$ cat src/hdl/adcrp_pkg.sv
// Package of constants and types for the ADC result parallel readout port.
package adcrp_pkg;

	// ****************************************************************
	// Sizes of the result bank and of the readout frame
	// ****************************************************************
	localparam int ADCRP_NUM_CH = 8;
	localparam int ADCRP_RES_W = 18;
	localparam int ADCRP_BUS_W = 16;
	localparam int ADCRP_CH_W = 3;
	localparam int ADCRP_PART_W = 2;
	localparam int ADCRP_PAD_W = 6;
	localparam int ADCRP_LOW_W = 2;
	localparam int ADCRP_BYTE_W = 8;

	// ****************************************************************
	// Positions, codes and reset values
	// ****************************************************************
	// Last transfer index within one channel: two words or three bytes.
	localparam logic [ADCRP_PART_W-1:0] ADCRP_LAST_PAR = 2'h1;
	localparam logic [ADCRP_PART_W-1:0] ADCRP_LAST_BYTE = 2'h2;
	localparam logic [ADCRP_PART_W-1:0] ADCRP_PART_FIRST = 2'h0;
	localparam logic [ADCRP_PART_W-1:0] ADCRP_PART_ONE = 2'h1;
	localparam logic [ADCRP_CH_W-1:0] ADCRP_CH_FIRST = 3'h0;
	localparam logic [ADCRP_CH_W-1:0] ADCRP_CH_STEP = 3'h1;
	localparam logic [ADCRP_PART_W-1:0] ADCRP_PART_STEP = 2'h1;
	// Byte lane masks of the output enables, and the data bus reset value.
	localparam logic [ADCRP_BUS_W-1:0] ADCRP_OE_NONE = 16'h0000;
	localparam logic [ADCRP_BUS_W-1:0] ADCRP_OE_WORD = 16'hFFFF;
	localparam logic [ADCRP_BUS_W-1:0] ADCRP_OE_BYTE = 16'h00FF;
	localparam logic [ADCRP_BUS_W-1:0] ADCRP_DB_RESET = 16'h0000;
	// Bus bit that turns into the byte order input in byte mode.
	localparam int ADCRP_ORDER_BIT = 14;
	// Byte positions inside the padded 24-bit result.
	localparam int ADCRP_MSB_LO = 16;
	localparam int ADCRP_MID_LO = 8;
	localparam int ADCRP_LSB_LO = 0;

	// ****************************************************************
	// Types
	// ****************************************************************
	typedef enum logic [2:0] {
		ADCRP_MODE_PAR = 3'b001,
		ADCRP_MODE_BYTE = 3'b010,
		ADCRP_MODE_SER = 3'b100
	} adcrp_mode_e;

	typedef logic [ADCRP_RES_W-1:0] adcrp_res_t;
	typedef adcrp_res_t [ADCRP_NUM_CH-1:0] adcrp_bank_t;

	// Pin levels after the two flip-flop synchronisers.
	typedef struct packed {
		logic cs_n;
		logic rd_n;
		logic isel;
		logic bsel;
		logic order;
	} adcrp_pins_s;

	// Whole state of the readout port.
	typedef struct packed {
		adcrp_pins_s sync1;
		adcrp_pins_s sync2;
		logic cs_n_d;
		logic rd_n_d;
		logic busy;
		adcrp_bank_t bank;
		logic [ADCRP_CH_W-1:0] chan;
		logic [ADCRP_PART_W-1:0] part;
		logic [ADCRP_BUS_W-1:0] db_out;
		logic [ADCRP_BUS_W-1:0] db_oe;
		logic flag;
		logic flag_oe;
	} adcrp_state_s;

endpackage

$ cat src/hdl/adcrp_readout.sv
// Parallel and byte readout port for the eight-channel ADC result bank.
//
// Contract
// - Result bank loads all eight channels when busy falls.
// - Reads after busy falls give new sample; reads during busy give previous.
// - Select 0 gives parallel; 1 with byte select 1 byte; else serial.
// - Combined strobe falling edge drives the 16-bit bus out of high impedance.
// - First read edge presents upper 16 bits of channel 1.
// - Second read edge gives two low bits on bits 15,14; rest low.
// - Remaining channels follow in ascending order, same two-word pattern.
// - Flag high during channel 1, low from third read edge in parallel.
// - Separate strobes: flag stays low, released on chip select rising.
// - Byte mode sends each channel as three bytes on the low lane.
// - In byte mode bus bit 14 input selects byte order.
// - Byte order is a static setting; low sends least significant first.
// - Byte mode enables low lane on chip select fall; reads step bytes.
// - Byte mode flag rises on first read, falls on fourth.
// - Byte mode flag stays low, then released on chip select rising.
// - Byte mode pads 18-bit result with six trailing zeros.
// - Busy high during conversion, low when all channels finished.
// - Ending a frame releases data bus and flag to high impedance.
`timescale 1ns/1ps
`default_nettype none

module adcrp_readout (
	input wire logic clk, // System clock, 10 MHz.
	input wire logic reset_n, // Synchronous reset, active low.
	input wire logic conv_start, // Pulse: conversion phase begins.
	input wire logic conv_done, // Pulse: all channels converted.
	input wire adcrp_pkg::adcrp_bank_t conv_data, // Fresh results, valid with conv_done.
	input wire logic cs_n, // Chip select pin, active low.
	input wire logic rd_n, // Read strobe pin, active low.
	input wire logic interface_select_pin, // Interface select pin.
	input wire logic byte_or_serial_select_pin, // Byte or serial select pin.
	input wire logic [adcrp_pkg::ADCRP_BUS_W-1:0] db_in, // Data bus pin levels.
	output logic [adcrp_pkg::ADCRP_BUS_W-1:0] db_out, // Data bus drive values.
	output logic [adcrp_pkg::ADCRP_BUS_W-1:0] db_oe, // Data bus enables, high drives.
	output logic first_channel_flag, // First channel flag value.
	output logic first_channel_flag_oe, // First channel flag enable.
	output logic busy // High while converting.
);
	import adcrp_pkg::*;

	// ****************************************************************
	// State and helper terms
	// ****************************************************************
	adcrp_state_s state_reg;
	adcrp_state_s state_next;
	adcrp_state_s state_rst;
	adcrp_mode_e mode;
	logic cs_now;
	logic rd_now;
	logic cs_fall;
	logic cs_rise;
	logic rd_fall;
	logic mode_act;
	logic rd_go;
	logic [ADCRP_PART_W-1:0] part_last;
	adcrp_res_t cur_res;
	logic [ADCRP_RES_W+ADCRP_PAD_W-1:0] padded;
	logic [ADCRP_PART_W-1:0] byte_sel;
	logic [ADCRP_BYTE_W-1:0] byte_val;
	logic [ADCRP_BUS_W-1:0] word_val;

	// Only the second synchroniser stage and its delayed copy are read here.
	assign cs_now = state_reg.sync2.cs_n;
	assign rd_now = state_reg.sync2.rd_n;
	assign cs_fall = state_reg.cs_n_d & ~cs_now;
	assign cs_rise = ~state_reg.cs_n_d & cs_now;
	assign rd_fall = state_reg.rd_n_d & ~rd_now;

	// Mode decode from the two select pins.
	always_comb begin
		case ({state_reg.sync2.isel, state_reg.sync2.bsel})
			2'b00: mode = ADCRP_MODE_PAR;
			2'b01: mode = ADCRP_MODE_PAR;
			2'b11: mode = ADCRP_MODE_BYTE;
			2'b10: mode = ADCRP_MODE_SER;
			default: mode = ADCRP_MODE_SER;
		endcase
	end

	// Serial readout lives elsewhere, so here serial counts as idle.
	assign mode_act = (mode == ADCRP_MODE_PAR) || (mode == ADCRP_MODE_BYTE);
	// A read edge with chip select low; covers tied strobes, where both fall together.
	assign rd_go = rd_fall && !cs_now && mode_act;
	assign part_last = (mode == ADCRP_MODE_BYTE) ? ADCRP_LAST_BYTE : ADCRP_LAST_PAR;

	// ****************************************************************
	// Output word formation
	// ****************************************************************
	// Data comes from the held bank, so reads during busy see the old sample.
	assign cur_res = state_reg.bank[state_reg.chan];
	assign padded = {cur_res, {ADCRP_PAD_W{1'b0}}};
	// The order input is read as a static level, not latched per frame.
	assign byte_sel = state_reg.sync2.order ? state_reg.part
		: (ADCRP_LAST_BYTE - state_reg.part);

	always_comb begin
		case (byte_sel)
			2'h0: byte_val = padded[ADCRP_MSB_LO +: ADCRP_BYTE_W];
			2'h1: byte_val = padded[ADCRP_MID_LO +: ADCRP_BYTE_W];
			2'h2: byte_val = padded[ADCRP_LSB_LO +: ADCRP_BYTE_W];
			default: byte_val = padded[ADCRP_LSB_LO +: ADCRP_BYTE_W];
		endcase
	end

	// Parallel words: upper sixteen bits, then the two low bits left aligned.
	always_comb begin
		if (mode == ADCRP_MODE_BYTE) begin
			word_val = {{(ADCRP_BUS_W-ADCRP_BYTE_W){1'b0}}, byte_val};
		end else if (state_reg.part == ADCRP_PART_FIRST) begin
			word_val = cur_res[ADCRP_RES_W-1 -: ADCRP_BUS_W];
		end else begin
			word_val = {cur_res[ADCRP_LOW_W-1:0], {(ADCRP_BUS_W-ADCRP_LOW_W){1'b0}}};
		end
	end

	// ****************************************************************
	// Next state
	// ****************************************************************
	always_comb begin
		state_rst = '0;
		state_rst.sync1 = '1;
		state_rst.sync2 = '1;
		state_rst.cs_n_d = 1'b1;
		state_rst.rd_n_d = 1'b1;
		state_rst.db_out = ADCRP_DB_RESET;
		state_rst.db_oe = ADCRP_OE_NONE;
		state_rst.chan = ADCRP_CH_FIRST;
		state_rst.part = ADCRP_PART_FIRST;
		state_next = state_reg;
		// Two flip-flops on every pin before any logic looks at it.
		state_next.sync1.cs_n = cs_n;
		state_next.sync1.rd_n = rd_n;
		state_next.sync1.isel = interface_select_pin;
		state_next.sync1.bsel = byte_or_serial_select_pin;
		state_next.sync1.order = db_in[ADCRP_ORDER_BIT];
		state_next.sync2 = state_reg.sync1;
		state_next.cs_n_d = cs_now;
		state_next.rd_n_d = rd_now;
		if (conv_start) begin
			state_next.busy = 1'b1;
		end
		if (cs_now || !mode_act) begin
			// Frame ended or no active mode: release everything.
			state_next.db_oe = ADCRP_OE_NONE;
			state_next.flag_oe = 1'b0;
			if (cs_rise) begin
				state_next.chan = ADCRP_CH_FIRST;
				state_next.part = ADCRP_PART_FIRST;
			end
		end else begin
			if (cs_fall) begin
				state_next.db_oe = (mode == ADCRP_MODE_BYTE) ? ADCRP_OE_BYTE : ADCRP_OE_WORD;
			end
			if (rd_go) begin
				// Chip select held low needs no edge of its own to open the bus.
				state_next.db_oe = (mode == ADCRP_MODE_BYTE) ? ADCRP_OE_BYTE : ADCRP_OE_WORD;
				state_next.db_out = word_val;
				state_next.flag_oe = 1'b1;
				state_next.flag = (state_reg.chan == ADCRP_CH_FIRST);
				if (state_reg.part >= part_last) begin
					state_next.part = ADCRP_PART_FIRST;
					state_next.chan = state_reg.chan + ADCRP_CH_STEP;
				end else begin
					state_next.part = state_reg.part + ADCRP_PART_STEP;
				end
			end
		end
		// Busy fall wins over any read in the same cycle: new data, fresh pointer.
		if (conv_done) begin
			state_next.busy = 1'b0;
			state_next.bank = conv_data;
			state_next.chan = ADCRP_CH_FIRST;
			state_next.part = ADCRP_PART_FIRST;
		end
		if (!reset_n) begin
			state_next = state_rst;
		end
	end

	// ****************************************************************
	// State register
	// ****************************************************************
	always_ff @(posedge clk) begin
		state_reg <= state_next;
	end

	// Every output is a field of the state register.
	assign db_out = state_reg.db_out;
	assign db_oe = state_reg.db_oe;
	assign first_channel_flag = state_reg.flag;
	assign first_channel_flag_oe = state_reg.flag_oe;
	assign busy = state_reg.busy;

	// ****************************************************************
	// Assertions
	// ****************************************************************
	property p_load_bank;
		@(posedge clk) disable iff (!reset_n)
		conv_done |=> (state_reg.bank == $past(conv_data)) && !busy;
	endproperty
	a_load_bank: assert property (p_load_bank) else $error("bank not loaded at busy fall");

	property p_hold_bank;
		@(posedge clk) disable iff (!reset_n)
		!conv_done |=> $stable(state_reg.bank);
	endproperty
	a_hold_bank: assert property (p_hold_bank) else $error("bank changed without busy fall");

	property p_serial_quiet;
		@(posedge clk) disable iff (!reset_n)
		(mode == ADCRP_MODE_SER) |=> (db_oe == ADCRP_OE_NONE) && !first_channel_flag_oe;
	endproperty
	a_serial_quiet: assert property (p_serial_quiet) else $error("bus driven in serial mode");

	property p_first_word;
		@(posedge clk) disable iff (!reset_n)
		(rd_go && !conv_done && mode == ADCRP_MODE_PAR && state_reg.chan == ADCRP_CH_FIRST
			&& state_reg.part == ADCRP_PART_FIRST)
		|=> (db_out == $past(state_reg.bank[0][ADCRP_RES_W-1 -: ADCRP_BUS_W]))
			&& (db_oe == ADCRP_OE_WORD);
	endproperty
	a_first_word: assert property (p_first_word) else $error("wrong first parallel word");

	property p_second_word;
		@(posedge clk) disable iff (!reset_n)
		(rd_go && mode == ADCRP_MODE_PAR && state_reg.part == ADCRP_PART_ONE)
		|=> db_out == {$past(cur_res[ADCRP_LOW_W-1:0]), {(ADCRP_BUS_W-ADCRP_LOW_W){1'b0}}};
	endproperty
	a_second_word: assert property (p_second_word) else $error("wrong low-bit word");

	property p_advance;
		@(posedge clk) disable iff (!reset_n)
		(rd_go && !conv_done && state_reg.part == part_last)
		|=> (state_reg.part == ADCRP_PART_FIRST)
			&& (state_reg.chan == $past(state_reg.chan) + ADCRP_CH_STEP);
	endproperty
	a_advance: assert property (p_advance) else $error("channel did not advance");

	property p_flag;
		@(posedge clk) disable iff (!reset_n)
		rd_go |=> first_channel_flag_oe
			&& (first_channel_flag == ($past(state_reg.chan) == ADCRP_CH_FIRST));
	endproperty
	a_flag: assert property (p_flag) else $error("first channel flag wrong");

	property p_release;
		@(posedge clk) disable iff (!reset_n)
		cs_rise |=> (db_oe == ADCRP_OE_NONE) && !first_channel_flag_oe
			&& (state_reg.chan == ADCRP_CH_FIRST) && (state_reg.part == ADCRP_PART_FIRST);
	endproperty
	a_release: assert property (p_release) else $error("frame end did not release");

	property p_byte_last;
		@(posedge clk) disable iff (!reset_n)
		(rd_go && mode == ADCRP_MODE_BYTE && state_reg.sync2.order
			&& state_reg.part == ADCRP_LAST_BYTE)
		|=> (db_out == {8'h00, $past(cur_res[ADCRP_LOW_W-1:0]), 6'h00}) && (db_oe == ADCRP_OE_BYTE);
	endproperty
	a_byte_last: assert property (p_byte_last) else $error("padded last byte wrong");

	property p_byte_reverse;
		@(posedge clk) disable iff (!reset_n)
		(rd_go && mode == ADCRP_MODE_BYTE && !state_reg.sync2.order
			&& state_reg.part == ADCRP_PART_FIRST)
		|=> db_out == {8'h00, $past(cur_res[ADCRP_LOW_W-1:0]), 6'h00};
	endproperty
	a_byte_reverse: assert property (p_byte_reverse) else $error("reversed order wrong");

	property p_busy_pointer;
		@(posedge clk) disable iff (!reset_n)
		conv_done |=> (state_reg.chan == ADCRP_CH_FIRST) && (state_reg.part == ADCRP_PART_FIRST);
	endproperty
	a_busy_pointer: assert property (p_busy_pointer) else $error("pointer not reset");

	property p_busy_rise;
		@(posedge clk) disable iff (!reset_n)
		(conv_start && !conv_done) |=> busy;
	endproperty
	a_busy_rise: assert property (p_busy_rise) else $error("busy did not rise");

endmodule

`default_nettype wire
$ cat config.mk
export PLATFORM = sky130hd
export DESIGN_NAME = adcrp_readout
export DESIGN_NICKNAME = d
export VERILOG_FILES = /design/src/hdl/adcrp_pkg.sv /design/src/hdl/adcrp_readout.sv
export SDC_FILE = /design/constraint.sdc
export NUM_CORES = 1
export LEC_CHECK = 0
export BUFFER_PORTS_ARGS = -buffer_cell sky130_fd_sc_hd__buf_2
export CORE_MARGIN = 2
export CORE_UTILIZATION = 57
export CTS_CLUSTER_SIZE = 14
export DETAILED_ROUTE_END_ITERATION = 16
export PLACE_DENSITY = 0.92
export SYNTH_ARGS = -nofsm -noshare
export SYNTH_HDL_FRONTEND = slang
export SYNTH_SLANG_ARGS = --single-unit
$ cat constraint.sdc
create_clock -name clk -period 3 [get_ports clk]
set_input_delay 0.3 -clock clk [delete_from_list [all_inputs] [get_ports clk]]
set_output_delay 0.3 -clock clk [all_outputs]
set_load 0.02 [all_outputs]
# == Yosys cells after proc, flatten, opt, wreduce, memory -nomap -nowiden ==
# Index checks and enable logic that the tools add are counted.
# totals
reg_bits,196
output_inout_bits,35
wordCells,81
# op_classes
n_lt_le_gt_ge,2
bitwise,8
eq_ne,7
n_addsub,3
muxes,15
n_reduce_logical,19
# op_table
operator,n
$mux W16,4
$bmux W18 S3,1
$mux W39,1
$mux W18,1
$pmux W8 S2,1
$mux W5,2
$pmux W3 S3,1
$logic_not A2 Y1,3
$mux W2,3
$reduce_bool A2 Y1,3
$reduce_or A2 Y1,3
$not A1 Y1,5
$eq A2 B1 Y1 const B,2
$eq A2 B2 Y1 const B,2
$lt A3 B4 Y1 const B,1
$reduce_and A2 Y1,2
$add A3 B1 Y3 const B,1
$and A1 B1 Y1,3
$eq A3 B1 Y1 const B,1
$eq A3 B2 Y1 const B,1
$logic_not A3 Y1,1
$mux W3,1
$reduce_and A3 Y1,1
$add A2 B1 Y2 const B,1
other kinds (6),9

# == Depth between registers and ports, before layout ==
# Gate-level depths: netlist of the first run.
# logic_depth
ltp_word,9
depth_mapped,8
mapped_depth_nobuf,6

# == Worst setup path after synthesis of the first run ==
# No wires, ideal clock.
# synth_path
path_kind,reg2reg
from,register state_reg[188] (netlist name)
to,register state_reg[38] (netlist name)
arrival_time_ps,1736
slack_ps,1178
period_less_slack_ps,1822
setup_ps,86
stages_incl_launch_ff,7
required_ps,2914
n_path_buf,0
cell_sequence,dfxtp_1 -> nand2_1 -> ha_1 -> nand2b_1 -> a2111oi_2 -> o31ai_1 -> a211oi_1
# synth_between
word_cells_on_any_way,19
# synth_rtl
element,line_no,rtl
"start, declared",adcrp_readout.sv:47,adcrp_state_s state_reg;
"start signal, assigned",adcrp_readout.sv:187,state_reg <= state_next;
$eq A2 B1 Y1 or $logic_not A2 Y1 (tied branches),adcrp_readout.sv:74,"case ({state_reg.sync2.isel, state_reg.sync2.bsel})"
$reduce_or A2 Y1 (no source line),-,
$pmux W3 S3 (*),adcrp_readout.sv:74,
$eq A3 B2 Y1 (*),adcrp_readout.sv:87,assign part_last = (mode == ADCRP_MODE_BYTE) ? ADCRP_LAST_BYTE : ADCRP_LAST_PAR;
$mux W2 (*),adcrp_readout.sv:87,
via part_last[0],adcrp_readout.sv:58,logic [ADCRP_PART_W-1:0] part_last;
$ge A2 B2 Y1 (*),adcrp_readout.sv:163,if (state_reg.part >= part_last) begin
$reduce_bool A2 Y1 (no source line) (*),-,
$reduce_and A3 Y1 (no source line) (*),-,
# Mark *: on every way through the listed nets, which the timed path passes. The rest lies on a longest branch.
# A chain may end at the register's enable or synchronous reset.

# == Worst setup path after layout of the first run ==
# Same ends and word-level chain as after synthesis.

==> metrics.txt, run 1 <==
DIE AREA=around 15000 sq um; mux cell area share after synthesis=0.3083; worst skew pair latency=430 ps; final period utilization=0.7447; port bufs=187; final instance area=9453 sq um; share of layout cells above drive strength 1=0.2892; Post-synth EDFFs=0; io pins=203; CTS tree=built; GRT Util Overall=0.2601; Post-DP Area=8777 sq um; total power=approximately 5.6 mW; wire per inst=17.64 microns; final core occ=0.6863; Fill cells=1045; CORE AREA=13770 sq um; VDD IR max=0.4006 mV; initial antenna violation count=1; asr flop ratio synth=0; Crit Path Max Fanout=8; RSZ-0062 raised after global routing=false; Area Growth Syn to Fin=18.88%; min cycle time layout=~2200 ps; CP Data Required Time=approximately 3300 ps; Syn Area/Cell=10.75 sq um; Die Wd=122.1 microns; RD Place Congestion=0.8802; synthesized area=7951 sq um; H-tree depth=4; drt via density=5.537; # placed instances=between 1000 and 1500; cell count after synthesis=740; Internal=4.419 mW; Clock Pin Slew Worst Setup and Hold Paths=60 ps; setup TNS=0 ps; Non-Filler Instances=1073; Synth top area share=0.4582; vias in the first global route=roughly 6000; PwrDens=594.8 nW/um^2; most common cell in the netlist=dfxtp_1; combinational family with the most area after synthesis=multiplexers; total grt overflow=0; Hold Crit Class=in -> reg; total vias in the final route=5941; status=completed; CTS max path bufs=2; Final Max Tran Viols=0; CTS resizes=0; setup bufs post-CTS=0; xor and xnor fraction of the mapped netlist area=0; first-pass GRT wire length=29450 microns; total of max-cap violations=0; DRC viols=0; final worst setup slack=766.0 ps; Detail Placement HPWL=13390 microns; largest net degree at the start of global routing=152; post-synth top area cell=dfxtp_1; TritonRoute pass-1 iters=6; Clock power frac=0.448; Main synth FF type=dfxtp_1; Sw Ratio=0.2141; synthesis-stage register bit count=182; CP Launch Type=flop; sequential cell area=3646 sq um; top post-synthesis cells by area=dfxtp_1 46%, mux2i_1 21%, nor2_1 7.6%; Static Leakage=between 4 and 5 nW; DR iter-0 viols=333; Post-Syn Nets=between 900 and 1000; TritonCTS buffer count=17; Die Ht=roughly 120 microns; relative slew slack=0.3758; Psw=1.204 mW; Layout Nets=1053; crit path kind=reg -> reg; starting density of the core=0.5773; compound-cell area share of the yosys netlist=0.04296; Achievable Freq=447.6 MHz; WP data arrival=2570 ps; Flop pwr share=0.464; Hold Slack=56.56 ps; Synth Area in Simple Gates=0.1163; type of element capturing the critical path=flop; DP Worst Slack=869.6 ps; Netlist cell types=39; Sink Count=about 180; adder-cell share of the synthesized area=0.009441; Final Setup Violations=0; clk_skew=6.310 ps; Syn. warnings=0; logic gate share of total power=0.089; Hold Vio Cnt, Final=0; Post-synth top cells=182 x dfxtp_1, 168 x mux2i_1, 161 x nor2_1; max FFs per register=159; Routed WL=~19000 microns; Worst-Margin Slew=935.1 ps; sequential share of the synthesized area=0.4582; post-cts hold buffer count=0; clk root buf=clkbuf_16; Routed Antenna Nets=0; Multi-input gate area=~3800 sq um; row cnt=43
==> cells by family after synthesis <==
family	count (synthesis)
adder cells (fa/ha/maj)	6
AND/OR/NAND/NOR	216
multiplexers	204
buffers and inverters	86
AO/OA/AOI/OAI	46
flip-flops	182
==> power by group through the flow <==
| stage | registers (mW) | logic, mW | clock network, mW |
|---|---|---|---|
| 6_report | 2.61 | 0.498 | 2.52 |
| 5_1_grt | 2.62 | 0.543 | 2.65 |
| 4_1_cts | 2.61 | 0.499 | 2.54 |
| 3_5_place_dp | 2.66 | 0.492 | 0 |
| 3_3_place_gp | 2.65 | 0.476 | 0 |
| 2_1_floorplan | 2.63 | 0.320 | 0 |
==> routing by layer <==
metal	vias up	share of wire	track usage
li1	2851	-	-
met4	0	0.034	0.1128
met3	47	0.057	0.06320
met2	218	0.51	0.4518
met1	2825	0.40	0.3058
met5	-	0	0
==> critical path, stage by stage, from the launching register on <==
cell and delay (ps):
dfxtp_1 370, nand2_1 210, ha_1 330, nand2b_1 170, a2111oi_2 580, o31ai_1 170, a211oi_1 290
==> cells in the final DEF, fill, tap and decap left out, drive strengths merged <==
cell,Yosys,layout
buf,62,198
dfxtp,182,182
mux2i,168,168
nor2,161,161
mux4,28,28
clkbuf,17,24
nand2b,19,19
a22oi,14,14
nand3,10,10
nor3,8,8
mux2,8,8
inv,7,7
nand2,6,6
a31oi,6,6
a221o,6,6
ha,6,6
bufinv,0,6
a21oi,5,5
nor2b,4,4
o21ai,4,4
o31ai,4,4
nand3b,3,3
clkinv,0,3
a21boi,2,2
a211oi,2,2
diode,0,1
and2b,1,1
a2111oi,1,1
a2111o,1,1
and2,1,1
nor4b,1,1
a21o,1,1
nand4,1,1
or4,1,1
==> area by class of cell <==
type	count	share of cell area
Antenna cell	1	0.0002647
Clock buffer	23	0.05056
Clock inverter	9	0.02065
Inverter	7	0.003044
Multi-Input combinational cell	472	0.4012
Sequential cell	182	0.3857
Tap cell	180	0.02383
Timing Repair Buffer	199	0.1148
==> worst paths after layout <==
kind / start / to / slack [ps] / cells after the start
hold reg to reg: state_reg[195] / cs_now / 420 / 1
setup / recovery: state_reg[188] / state_reg[38] / 770 / 6
setup reg to reg: state_reg[188] / state_reg[38] / 770 / 6
hold / removal: cs_n / state_reg[195] / 60 / 2
Power figures use the tool's default switching activity.
==> run 2: changes to the inputs <==
Settings changed: CORE_UTILIZATION 57 to 53, PLACE_DENSITY 0.92 to 0.87.
Clock period 3 ns to 2.2 ns, I/O delays scaled along.
==> metrics.txt, run 2 (synthesis gave the netlist of run 1 again) <==
most common cell after layout, fill and taps aside=buf_2; DIE AREA=16000 sq um (+7.3%); relative slew slack=0.5079 (+0.1321); first-pass GRT wire length=29360 microns (-0.31%); Final Max Tran Viols=0 (unchanged); Internal=5.606 mW (+27%); RD Place Congestion=0.8972 (+1.9%); GRT Util Overall=0.2351 (-0.02504); final period utilization=0.8769 (+0.1323); critical path depth=6 (unchanged); final instance area=9497 sq um (+0.46%); clk root buf=clkbuf_16; Hold Path Depth=3 (+1); status=completed; Clock Pin Slew Worst Setup and Hold Paths=60 ps (about the same); total grt overflow=0 (unchanged); largest net degree at the start of global routing=152 (unchanged); DR iter-0 viols=331 (-0.60%); H-tree depth=4 (unchanged); total vias in the final route=5841 (-1.7%); Achievable Freq=518.3 MHz (+16%); Layout Nets=1063 (+0.95%); Flop pwr share=0.490 (+0.026); CORE AREA=14590 sq um (+5.9%); TritonCTS buffer count=17 (unchanged); Detail Placement HPWL=12990 microns (-2.9%); Post-DP Area=8837 sq um (+0.68%); Die Wd=126.5 microns (+3.6%); VDD IR max=0.6487 mV (+62%); CP top delay family=simple AND/OR/NAND/NOR gates; Final Setup Violations=0 (unchanged); worst skew pair latency=430 ps (about the same); io pins=203 (unchanged); Routed WL=18420 microns (-2.7%); starting density of the core=0.5450 (-0.03228); Sink Count=182 (unchanged); Die Ht=126.5 microns (+3.6%); worst path bufs/invs=1 (+1); Worst-Margin Slew=732.6 ps (-202.5 ps); initial antenna violation count=0 (-1); Static Leakage=4.348 nW (-0.15%); share of layout cells above drive strength 1=0.2897 (+0.0004405); Hold Path Sink=state_reg[100]; CP Launch Type=flop; wire per inst=16.98 microns (-3.8%); setup bufs post-CTS=0 (unchanged); CTS tree=built; CTS max path bufs=2 (unchanged); total of max-cap violations=0 (unchanged); PwrDens=762.9 nW/um^2 (+28%); Reg2Reg Depth=6 (unchanged); min cycle time layout=1929 ps (-304.8 ps); crit path cell chain=inv_1 -> ha_1 -> nand2b_1 -> a21o_1 -> nor3_1 -> a221o_1; Clock power frac=0.416 (-0.032); drt via density=5.383 (-2.8%); Worst path max stage delay=570 ps (about the same); Hold Vio Cnt, Final=0 (unchanged); Hold Crit Class=in -> reg; WP data arrival=2300 ps (-270 ps); vias in the first global route=5883 (-0.59%); Diodes inserted=0 (-1); Reg2Reg Setup Slack=270 ps (-500 ps); DRC viols=0 (unchanged); worst reg2reg endpoint=db_out[3]; worst flop-to-flop path startpoint=state_reg[34]; type of element capturing the critical path=flop; Crit-path slowest cell=nor3_1; Sw Ratio=0.2262 (+0.01216); CP Data Required Time=2570 ps (-760 ps); crit path kind=reg -> reg; max FFs per register=159 (unchanged); port bufs=187 (unchanged); Area Growth Syn to Fin=19.43%; setup TNS=0 ps (unchanged); logic gate share of total power=0.094 (+0.005); most frequent cells in the layout=186 x buf_2, 180 x dfxtp_1, 168 x mux2i_1, 161 x nor2_1, 19 x nand2b_1; Routed Antenna Nets=0 (unchanged); Crit Path Max Fanout=6 (-2); Psw=1.639 mW (+36%); clk_skew=8.259 ps (+1.949 ps); hold path startpoint=conv_data[61]; RSZ-0062 raised after global routing=false; TritonRoute pass-1 iters=5 (-1); row cnt=44 (+2.3%)
==> run 2: cell types whose count changed in the layout (fill, tap and decap cells not counted), moves of 2 or more <==
cell,delta
clkinv_2,-2
clkinvlp_4,+4
dlygate4sd3_1,+6
bufinv_16,-4
buf_12,+2
buf_4,+2
==> run 2: power by group through the flow <==
| stage | clock network, mW | registers (mW) | logic (mW) |
|---|---|---|---|
| after floorplan | 0 | 3.59 | 0.436 |
| after global placement | 0 | 3.61 | 0.656 |
| after detailed placement | 0 | 3.62 | 0.671 |
| after CTS | 3.07 | 3.55 | 0.685 |
| after global routing | 3.21 | 3.57 | 0.751 |
| final | 3.01 | 3.55 | 0.680 |
==> run 2: per-layer routing <==
layer / GRT usage / share of wire / vias to the layer above
met5: 0 / 0 / -
met3: 0.06369 / 0.056 / 35
li1: - / - / 2868
met4: 0.09890 / 0.029 / 0
met2: 0.4058 / 0.51 / 168
met1: 0.2759 / 0.41 / 2770
==> run 2: stage by stage <==
| step | total power, mW | std cells | util | hold slack (ps) | setup WS, ps |
|---|---|---|---|---|---|
| 4_1_cts | 7.305 | 1085 | 0.6501 | 5.048 | 227.6 |
| 6_report | 7.245 | 1085 | 0.6509 | 24.55 | 270.8 |
| 3_5_place_dp | 4.291 | 1048 | 0.6057 | 399.7 | 241.3 |
| 2_1_floorplan | 4.027 | 740 | - | 321.5 | 378.2 |
| 3_3_place_gp | 4.267 | 1048 | 0.6057 | 391.2 | 309.5 |
| 5_1_grt | 7.531 | 1085 | 0.6509 | 15.66 | 131.2 |
==> run 2: cell type report <==
class / count / area, sq um
fillers: 1143 / 5092
well taps: 184 / 230.2
clock inverters: 7 / 95.09
multi-input cells: 472 / 3805
inverters: 7 / 28.78
clock buffers: 24 / 491.7
repair buffers: 209 / 1200
flip-flops and latches: 182 / 3646
==> run 2: how the worst max path moves through the flow <==
stage,from,to,slack [ps]
after floorplan,state_reg[188],state_reg[38],380
after global placement,state_reg[34],state_reg[36],310
after detailed placement,state_reg[34],state_reg[38],240
after CTS,state_reg[34],state_reg[38],230
after global routing,state_reg[34],db_out[3],130
final,state_reg[34],db_out[3],270
==> run 2: timing repair <==
| action | in CTS | in global routing |
|---|---|---|
| setup endpoints to repair | 0 | 1 |
| hold endpoints to repair | 6 | 0 |
| hold buffers | 6 | 0 |
| resized for setup | 0 | 1 |
==> run 2: tightest hold or removal path: cells and delay by family <==
family | cells | cell delay [ps]
buffers and inverters | 1 | 70
muxes | 1 | 50
and+or+nand+nor | 1 | 70
